File: src/shared/dxbus_pkg.sv
// constants and types for the external bus and system pin block
package dxbus_pkg;
  localparam int DXB_AW          = 12;
  localparam int DXB_DW          = 16;
  localparam int DXB_PW          = 3;
  localparam int DXB_CLK_DIV     = 4;
  localparam logic [11:0] DXB_PC_RST      = 12'h000;
  localparam logic [11:0] DXB_PORT_HIGH   = 12'hff8;
  localparam logic [15:0] DXB_DATA_RST    = 16'h0000;
  localparam logic [1:0]  DXB_DIV_RST     = 2'h0;
  localparam logic [1:0]  DXB_DIV_HALF    = 2'h2;

  typedef enum {DXB_IDLE, DXB_RD, DXB_WR, DXB_PWR} dxbus_state_t;

  typedef enum logic [1:0] {
    DXB_OP_NONE  = 2'h0,
    DXB_OP_READ  = 2'h1,
    DXB_OP_WRITE = 2'h2
  } dxbus_op_t;
endpackage

File: src/shared/dxbus_if.sv
// core-side request group between the core request ports and bus engine
`timescale 1ns/1ps
interface dxbus_if;
  import dxbus_pkg::*;
  logic [11:0] addr;
  logic [15:0] wdata;
  logic        op_rd;
  logic        op_wr;
  logic        op_int_wr;
  modport src (output addr, output wdata, output op_rd, output op_wr, output op_int_wr);
  modport dst (input addr, input wdata, input op_rd, input op_wr, input op_int_wr);
endinterface

File: src/dxbus_irq.sv
// interrupt and mode-pin capture stage
`timescale 1ns/1ps
module dxbus_irq
  import dxbus_pkg::*;
(
  // clock and reset
  input  wire logic i_clock,
  input  wire logic i_rst,
  // pins
  input  wire logic i_sys_reset_in_n,
  input  wire logic i_ext_irq_n,
  input  wire logic i_nonmask_irq_mode_sel_n,
  input  wire logic i_global_irq_mask,
  input  wire logic i_irq_ack,
  // results
  output logic      o_irq_req,
  output logic      o_nmi_req,
  output logic      o_ext_prog_mem
);
  typedef struct packed {
    logic int_d;
    logic nmi_d;
    logic irq;
    logic nmi;
    logic ext_mem;
  } dxbus_irq_st_t;

  dxbus_irq_st_t st_r;
  dxbus_irq_st_t st_nxt;

  always_comb begin
    st_nxt = st_r;
    st_nxt.int_d = i_ext_irq_n;
    st_nxt.nmi_d = i_nonmask_irq_mode_sel_n;
    // ack clears, but a new edge in the same cycle wins
    if (i_irq_ack) begin
      st_nxt.irq = 1'b0;
      st_nxt.nmi = 1'b0;
    end
    if (st_r.int_d && !i_ext_irq_n && !i_global_irq_mask && i_sys_reset_in_n) begin
      st_nxt.irq = 1'b1;
    end
    if (st_r.nmi_d && !i_nonmask_irq_mode_sel_n && i_sys_reset_in_n) begin
      st_nxt.nmi = 1'b1;
    end
    if (!i_sys_reset_in_n) begin
      st_nxt.ext_mem = !i_nonmask_irq_mode_sel_n;
      st_nxt.irq     = 1'b0;
      st_nxt.nmi     = 1'b0;
    end
  end

  always_ff @(posedge i_clock or posedge i_rst) begin
    if (i_rst) begin
      st_r <= '{int_d: 1'b1, nmi_d: 1'b1, irq: 1'b0, nmi: 1'b0, ext_mem: 1'b0};
    end else begin
      st_r <= st_nxt;
    end
  end

  assign o_irq_req      = st_r.irq;
  assign o_nmi_req      = st_r.nmi;
  assign o_ext_prog_mem = st_r.ext_mem;
endmodule

File: src/dxbus_top.sv
// external memory and i/o bus with system pins
`timescale 1ns/1ps
module dxbus_top
  import dxbus_pkg::*;
(
  // clock and reset
  input  wire logic        i_clock,
  input  wire logic        i_rst,
  // system pins
  input  wire logic        i_sys_reset_in_n,
  input  wire logic        i_ext_irq_n,
  input  wire logic        i_nonmask_irq_mode_sel_n,
  output logic             o_sys_clock_out,
  // core request side
  input  wire logic [11:0] i_core_addr,
  input  wire logic [15:0] i_core_wdata,
  input  wire logic        i_core_rd,
  input  wire logic        i_core_wr,
  input  wire logic        i_core_int_wr,
  input  wire logic        i_core_port,
  input  wire logic [2:0]  i_core_port_sel,
  input  wire logic        i_global_irq_mask,
  input  wire logic        i_irq_ack,
  output logic [11:0]      o_program_counter,
  output logic [15:0]      o_core_rdata,
  output logic             o_core_rvalid,
  output logic             o_irq_req,
  output logic             o_nmi_req,
  output logic             o_ext_prog_mem,
  // address pins (oe low = driven)
  output logic [11:0]      o_addr,
  output logic             o_addr_oe_n,
  // data pins (oe low = driven)
  input  wire logic [15:0] i_data,
  output logic [15:0]      o_data,
  output logic             o_data_oe_n,
  // strobes
  output logic             o_wr_strobe_n,
  output logic             o_rd_strobe_n
);
  typedef struct packed {
    dxbus_state_t fsm;
    logic [1:0]   div;
    logic         clk_out;
    logic [11:0]  pc;
    logic [11:0]  addr;
    logic         addr_oe_n;
    logic [15:0]  dout;
    logic         data_oe_n;
    logic         wr_n;
    logic         rd_n;
    logic [15:0]  rdata;
    logic         rvalid;
  } dxbus_st_t;

  dxbus_st_t st_r;
  dxbus_st_t st_nxt;
  dxbus_if   req_if ();

  // port cycles force the upper nine lines high
  function automatic logic [11:0] port_addr(input logic [2:0] sel);
    port_addr = DXB_PORT_HIGH | {9'h000, sel};
  endfunction

  assign req_if.addr      = i_core_port ? port_addr(i_core_port_sel) : i_core_addr;
  assign req_if.wdata     = i_core_wdata;
  assign req_if.op_rd     = i_core_rd;
  assign req_if.op_wr     = i_core_wr;
  assign req_if.op_int_wr = i_core_int_wr;

  always_comb begin
    st_nxt        = st_r;
    st_nxt.rvalid = 1'b0;
    st_nxt.div = st_r.div + 2'h1;
    st_nxt.clk_out = (st_nxt.div < DXB_DIV_HALF);
    st_nxt.addr_oe_n = 1'b0;
    case (st_r.fsm)
      DXB_IDLE: begin
        st_nxt.wr_n      = 1'b1;
        st_nxt.rd_n      = 1'b1;
        st_nxt.data_oe_n = 1'b1;
        if (req_if.op_wr) begin
          st_nxt.fsm  = DXB_WR;
          st_nxt.addr = req_if.addr;
          st_nxt.dout = req_if.wdata;
          st_nxt.wr_n      = 1'b0;
          st_nxt.data_oe_n = 1'b0;
        end else if (req_if.op_int_wr) begin
          st_nxt.fsm       = DXB_PWR;
          st_nxt.dout      = req_if.wdata;
          st_nxt.data_oe_n = 1'b0;
        end else if (req_if.op_rd) begin
          st_nxt.fsm  = DXB_RD;
          st_nxt.addr = req_if.addr;
          st_nxt.rd_n = 1'b0;
        end else begin
          st_nxt.addr = st_r.pc;
          st_nxt.pc   = st_r.pc + 12'h001;
        end
      end
      DXB_RD: begin
        // partner drives while strobe low; capture then release
        st_nxt.rdata  = i_data;
        st_nxt.rvalid = 1'b1;
        st_nxt.rd_n   = 1'b1;
        st_nxt.fsm    = DXB_IDLE;
      end
      DXB_WR, DXB_PWR: begin
        st_nxt.wr_n      = 1'b1;
        st_nxt.data_oe_n = 1'b1;
        st_nxt.fsm       = DXB_IDLE;
      end
      default: st_nxt.fsm = DXB_IDLE;
    endcase
    // reset pin holds pc zero, lines released
    if (!i_sys_reset_in_n) begin
      st_nxt.fsm       = DXB_IDLE;
      st_nxt.pc        = DXB_PC_RST;
      st_nxt.addr      = DXB_PC_RST;
      st_nxt.addr_oe_n = 1'b1;
      st_nxt.data_oe_n = 1'b1;
      st_nxt.wr_n      = 1'b1;
      st_nxt.rd_n      = 1'b1;
    end
  end

  always_ff @(posedge i_clock or posedge i_rst) begin
    if (i_rst) begin
      st_r <= '{fsm: DXB_IDLE, div: DXB_DIV_RST, clk_out: 1'b1, pc: DXB_PC_RST,
                addr: DXB_PC_RST, addr_oe_n: 1'b1, dout: DXB_DATA_RST, data_oe_n: 1'b1,
                wr_n: 1'b1, rd_n: 1'b1, rdata: DXB_DATA_RST, rvalid: 1'b0};
    end else begin
      st_r <= st_nxt;
    end
  end

  dxbus_irq u_irq (
    .i_clock                  (i_clock),
    .i_rst                    (i_rst),
    .i_sys_reset_in_n         (i_sys_reset_in_n),
    .i_ext_irq_n              (i_ext_irq_n),
    .i_nonmask_irq_mode_sel_n (i_nonmask_irq_mode_sel_n),
    .i_global_irq_mask        (i_global_irq_mask),
    .i_irq_ack                (i_irq_ack),
    .o_irq_req                (o_irq_req),
    .o_nmi_req                (o_nmi_req),
    .o_ext_prog_mem           (o_ext_prog_mem)
  );

  assign o_sys_clock_out   = st_r.clk_out;
  assign o_program_counter = st_r.pc;
  assign o_core_rdata      = st_r.rdata;
  assign o_core_rvalid     = st_r.rvalid;
  assign o_addr            = st_r.addr;
  assign o_addr_oe_n       = st_r.addr_oe_n;
  assign o_data            = st_r.dout;
  assign o_data_oe_n       = st_r.data_oe_n;
  assign o_wr_strobe_n     = st_r.wr_n;
  assign o_rd_strobe_n     = st_r.rd_n;
endmodule

File: config.mk
export PLATFORM = sky130hd
export DESIGN_NAME = dxbus_top
export DESIGN_NICKNAME = d
export VERILOG_FILES = /design/src/shared/dxbus_pkg.sv /design/src/shared/dxbus_if.sv /design/src/dxbus_irq.sv /design/src/dxbus_top.sv
export SDC_FILE = /design/constraint.sdc
export NUM_CORES = 1
export LEC_CHECK = 0
export BUFFER_PORTS_ARGS = -buffer_cell sky130_fd_sc_hd__buf_2
export CORE_MARGIN = 2
export CORE_UTILIZATION = 40
export DETAILED_ROUTE_END_ITERATION = 10
export GPL_ROUTABILITY_DRIVEN = 0
export HOLD_SLACK_MARGIN = 0.06
export PLACE_DENSITY = 0.67
export REMOVE_ABC_BUFFERS = 1
export SKIP_CTS_REPAIR_TIMING = 1
export SYNTH_ARGS = -nofsm -noshare
export SYNTH_HDL_FRONTEND = slang
export SYNTH_SLANG_ARGS = --single-unit
File: constraint.sdc
create_clock -name i_clock -period 3.62 [get_ports i_clock]
set_clock_uncertainty 0.2 [all_clocks]
set_input_delay 0.905 -clock i_clock [delete_from_list [all_inputs] [get_ports i_clock]]
set_output_delay 0.905 -clock i_clock [all_outputs]
set_load 0.01 [all_outputs]
# --- Word level (Yosys, flattened, before mapping) ---
# Cells that the tools add are included.
# Widths: inputs -> output; s select.
op_classes:
  addsub: 2
  magnitude_cmp: 1
  eq_ne: 13
  mux: 27
  reduce_logical: 14
op_table:
  columns: ["operator", "n"]
  rows:
  - ["$mux 32", 5]
  - ["$eq 32x2->1 const B", 2]
  - ["$mux 12", 5]
  - ["$mux 24", 2]
  - ["$mux 17", 2]
  - ["$eq 32x1->1 const B", 1]
  - ["$logic_not 32->1", 1]
  - ["$mux 25", 1]
  - ["$add 12x1->12 const B", 1]
  - ["$ne 3x1->1 const B", 4]
  - ["$mux 1", 7]
  - ["$mux 3", 2]
  - ["$ne 2x2->1 const B", 3]
  - ["$logic_and 1x1->1", 5]
  - ["$ne 5x5->1 const B", 1]
  - ["$pmux 2 s2", 1]
  - ["$reduce_and 2->1", 2]
  - ["$reduce_and 4->1", 1]
  - ["$logic_not 1->1", 3]
  - ["$ne 3x3->1 const B", 1]
  - ["$add 2x1->2 const B", 1]
  - ["$lt 2x2->1 const B", 1]
  - ["$mux 2", 1]
  - ["$ne 2x1->1 const B", 1]
  - ["3 further kinds", 3]
totals:
  ff_bits: 101
  output_inout_bits: 65
  elab_cells: 74

# --- Logic depth before layout (Yosys ltp) ---
logic_depth:
  word_depth: 6
  depth_mapped: 6
  ltp_nobuf: 5

# --- By module ---
# Synthesis repeated with hierarchy kept, for this count alone.
unflattened:
  hier_cells: 317
  hier_area_um2: 3487.1
modules_own_cells:
  columns: ["mod", "n_inst", "cells_per_inst", "area_each_um2", "seq_area_each_um2"]
  rows:
  - ["dxbus_top", 1, 303, 3301.9, 1657.8]
  - ["dxbus_irq", 1, 14, 185.2, 127.6]

# --- Worst setup path after synthesis ---
# OpenSTA, ideal clock, no wires.
synth_timing:
  kind: "input to register"
  start: "in i_core_int_wr"
  end: "reg st_r (netlist bit o_program_counter[8])"
  arrival_time_ns: 1.980
  setup_slack_ns: 1.308
  path_stages: 5
  cell_sequence: "or4_4 > buf_6 > nor4_4 > xnor2_1 > nor2_1"
synth_between:
  elab_chain_cells: 2
synth_lines:
  columns: ["element", "line", "source"]
  rows:
  - ["from (decl)", "dxbus_top.sv:19", "input wire logic i_core_int_wr,"]
  - ["$ne 2x2->1 (no line)", null, null]
  - ["$reduce_and 4->1 (no line)", null, null]
  - ["to (signal assigned)", "dxbus_top.sv:129", "st_r <= '{fsm: DXB_IDLE, div: DXB_DIV_RST, clk_out: 1'b1, pc: DXB_PC_RST,"]
  - ["to (signal assigned)", "dxbus_top.sv:133", "st_r <= st_nxt;"]
  - ["to (decl)", "dxbus_top.sv:56", "dxbus_st_t st_r;"]
# No other way between the ends.
# A chain may end at the register's enable or synchronous reset.

# --- Worst setup path in the final report ---
layout_timing:
  start: "in i_sys_reset_in_n"
  end: "reg st_r[64] in the netlist's numbering"
layout_between:
  elab_chain_cells: 1
layout_lines:
  columns: ["element", "line", "source"]
  rows:
  - ["from (decl)", "dxbus_top.sv:10", "input wire logic i_sys_reset_in_n,"]
  - ["$ne 5x5->1 (no line) or $mux 32 (tied branches)", null, null]
# Several ways; a longest one is shown, not always the timed one.

==> flow_metrics.env <==
export IMPL_holdCritPathClass="reg -> reg"
export IMPL_drtIter0Drc=103
export IMPL_place_ws_ns=0.997
export IMPL_fin_ws_ns=1.35
export IMPL_hold_start="st_r[62]$_DFF_PP0_"
export IMPL_required_ns=3.65
export IMPL_utilization=0.477
export IMPL_powerDensity_mw_per_mm2=517
export IMPL_ant_nets=0
export IMPL_whs_path_depth=1
export IMPL_yosys_warnings=0
export IMPL_hold_viol_final=0
export IMPL_yosysMostFrequentCell="dfrtp_1"
export IMPL_cap_violations=0
export IMPL_hold_ws_ns=0.237
export IMPL_synthArstFlopShare=1.00
export IMPL_finalWirelength_um=6820
export IMPL_drtPass1Iterations=4
export IMPL_cts_buffers=9
export IMPL_slew_headroom=0.408
export IMPL_grt_total_usage=0.148
export IMPL_timing_final_crit_share=0.628
export IMPL_antenna_found_initial=0
export IMPL_die_height_um=96.7
export IMPL_vias=2373
export IMPL_clk_path_buf_depth=2
export IMPL_ioPinCount=123
export IMPL_rr_endpoint="o_program_counter[10]$_DFFE_PP0P_"
export IMPL_hpwl_um=4780
export IMPL_leakage_nw=1.95
export IMPL_dieArea_mm2=0.00936
export IMPL_fmax_ghz=0.440
export IMPL_cts_root_buf="clkbuf_8"
export IMPL_drc=0
export IMPL_yosysSeqAreaShare=0.519
export IMPL_synth_cell_types=37
export IMPL_viasPerCell=4.78
export IMPL_start_util=0.417
export IMPL_wl_per_cell_um=13.7
export IMPL_layout_drive_gt1_share=0.473
export IMPL_min_period_ns=2.27
export IMPL_setup_violations=0
export IMPL_synth_common_cells="dfrtp_1 (64), buf_4 (56), nand2_1 (45)"
export IMPL_critPathArrivalTime_ns=2.30
export IMPL_cts_sinks=71
export IMPL_worst_setup_path_end_kind="flop"
export IMPL_overflow=0
export IMPL_tightest_slew_ns=0.888
export IMPL_clkTransAtPathRegs_ns=0.08
export IMPL_synth_cells=319
export IMPL_synth_edf_count=0
export IMPL_grt_max_degree=72
export IMPL_finalMaxSlewViolations=0
export IMPL_area_growth_pct=14.6
export IMPL_io_buffers=122
export IMPL_final_net_count=445
export IMPL_fillers=792
export IMPL_worstPathMaxFanout=18
export IMPL_synth_area_mm2=0.00344
export IMPL_synth_seq_cells=71
export IMPL_hold_end="st_r[62]$_DFF_PP0_"
export IMPL_seq_area_mm2=0.00179
export IMPL_rsz0062_at_grt="false"
export IMPL_ys_flop_type="dfrtp_1"
export IMPL_reg2reg_slack_ns=1.63
export IMPL_multi_input_area_mm2=0.00114
export IMPL_grt_pass1_vias=2377
export IMPL_reg2reg_depth=4
export IMPL_synthTopCellsByArea="dfrtp_1 (47%), buf_4 (12%), mux2_2 (10%)"
export IMPL_post_synth_top_area_cell="dfrtp_1"
export IMPL_setup_tns_ns=0
export IMPL_r2r_start="st_r[64]$_DFFE_PP0P_"
export IMPL_startpoint_type="primary input"
export IMPL_grt_pass1_wl_um=11300
export IMPL_num_antenna_cells=0
export IMPL_h_tree_depth=3
export IMPL_coreArea_mm2=0.00826
export IMPL_avgSynthCellArea_um2=10.8
export IMPL_status="completed"
export IMPL_worstSetupPathType="in -> reg"
export IMPL_power_mw=2.04
export IMPL_synth_top_area_frac=0.466
export IMPL_core_rowCount=33
export IMPL_cts_tree="built"
export IMPL_clk_latency_ns=0.34
export IMPL_fp_dieW_um=96.7
export IMPL_ir_worst_vdd_mv=0.266
[logic make-up (layout without fill, tap and decap cells)]
kind of cell               Yosys count  in the layout  share of synthesized area
buffers and inverters               77            149                      0.150
xor gates and xnor gates             8              8                     0.0204
adders and majority gates            1              1                    0.00364
and+or+nand+nor                     95             95                      0.127
DFF                                 71             71                      0.519
AOI/OAI and AO/OA                   30             30                     0.0600
muxes                               37             37                      0.119
[sequential cells by signal (all words and copies together), names as in the netlist, 2 cells and up]
signal,cells
st_r,4
o_program_counter,12
o_core_rdata,16
o_data,16
o_addr,12
u_irq.st_r,2
[routing by layer]
layer / GRT usage / wire (um) / up-vias
met5: 0 / 0 / -
li1: - / - / 1147
met4: 0.0574 / 85 / 0
met2: 0.246 / 3330 / 78
met1: 0.181 / 2940 / 1139
met3: 0.0448 / 458 / 9
[critical path, stage by stage]
cell	delay, ns
buf_2	0.30
clkinv_1	0.48
nor2_1	0.31
nor4b_1	0.30
[power by group]
part	internal, mW	switching (mW)	total (mW)
clock	0.407	0.296	0.704
sequential	0.904	0.0544	0.958
combinational	0.187	0.189	0.377
total	1.50	0.540	2.04
[through the flow]
step	area (um^2)	instances
3_3_place_gp	3720	480
4_1_cts	3940	496
6_report	3940	496
2_1_floorplan	2950	250
5_1_grt	3940	496
3_5_place_dp	3720	480
[worst max path at each step]
stage                      from               endpoint
6_report       i_sys_reset_in_n   st_r[64]$_DFFE_PP0P_
5_1_grt        i_sys_reset_in_n   st_r[64]$_DFFE_PP0P_
4_1_cts        i_sys_reset_in_n   st_r[64]$_DFFE_PP0P_
3_5_place_dp   i_sys_reset_in_n   st_r[64]$_DFFE_PP0P_
3_3_place_gp   i_sys_reset_in_n   st_r[64]$_DFFE_PP0P_
2_1_floorplan             i_rst  o_addr[0]$_DFFE_PP0P_
[placed cells by master, fill, tap and decap left out, types with 3 or more instances in the layout]
cell type	count
buf_4	3
nor2_1	27
nand2b_1	5
mux2i_1	5
a21oi_1	6
dfrtp_1	64
nand2_1	45
dfstp_2	7
inv_1	6
nor3_1	3
clkbuf_8	10
mux2_2	32
xnor2_1	7
o2111ai_1	9
buf_2	122
o21ai_0	8
[layout make-up]
type	count	area share
tap	105	0.0333
timing repair buffer	125	0.161
multi-input combinational	171	0.289
clock inverter	5	0.0206
inverter	8	0.00762
clock buffer	11	0.0359
sequential	71	0.453
(Power assumes the default switching activity.)
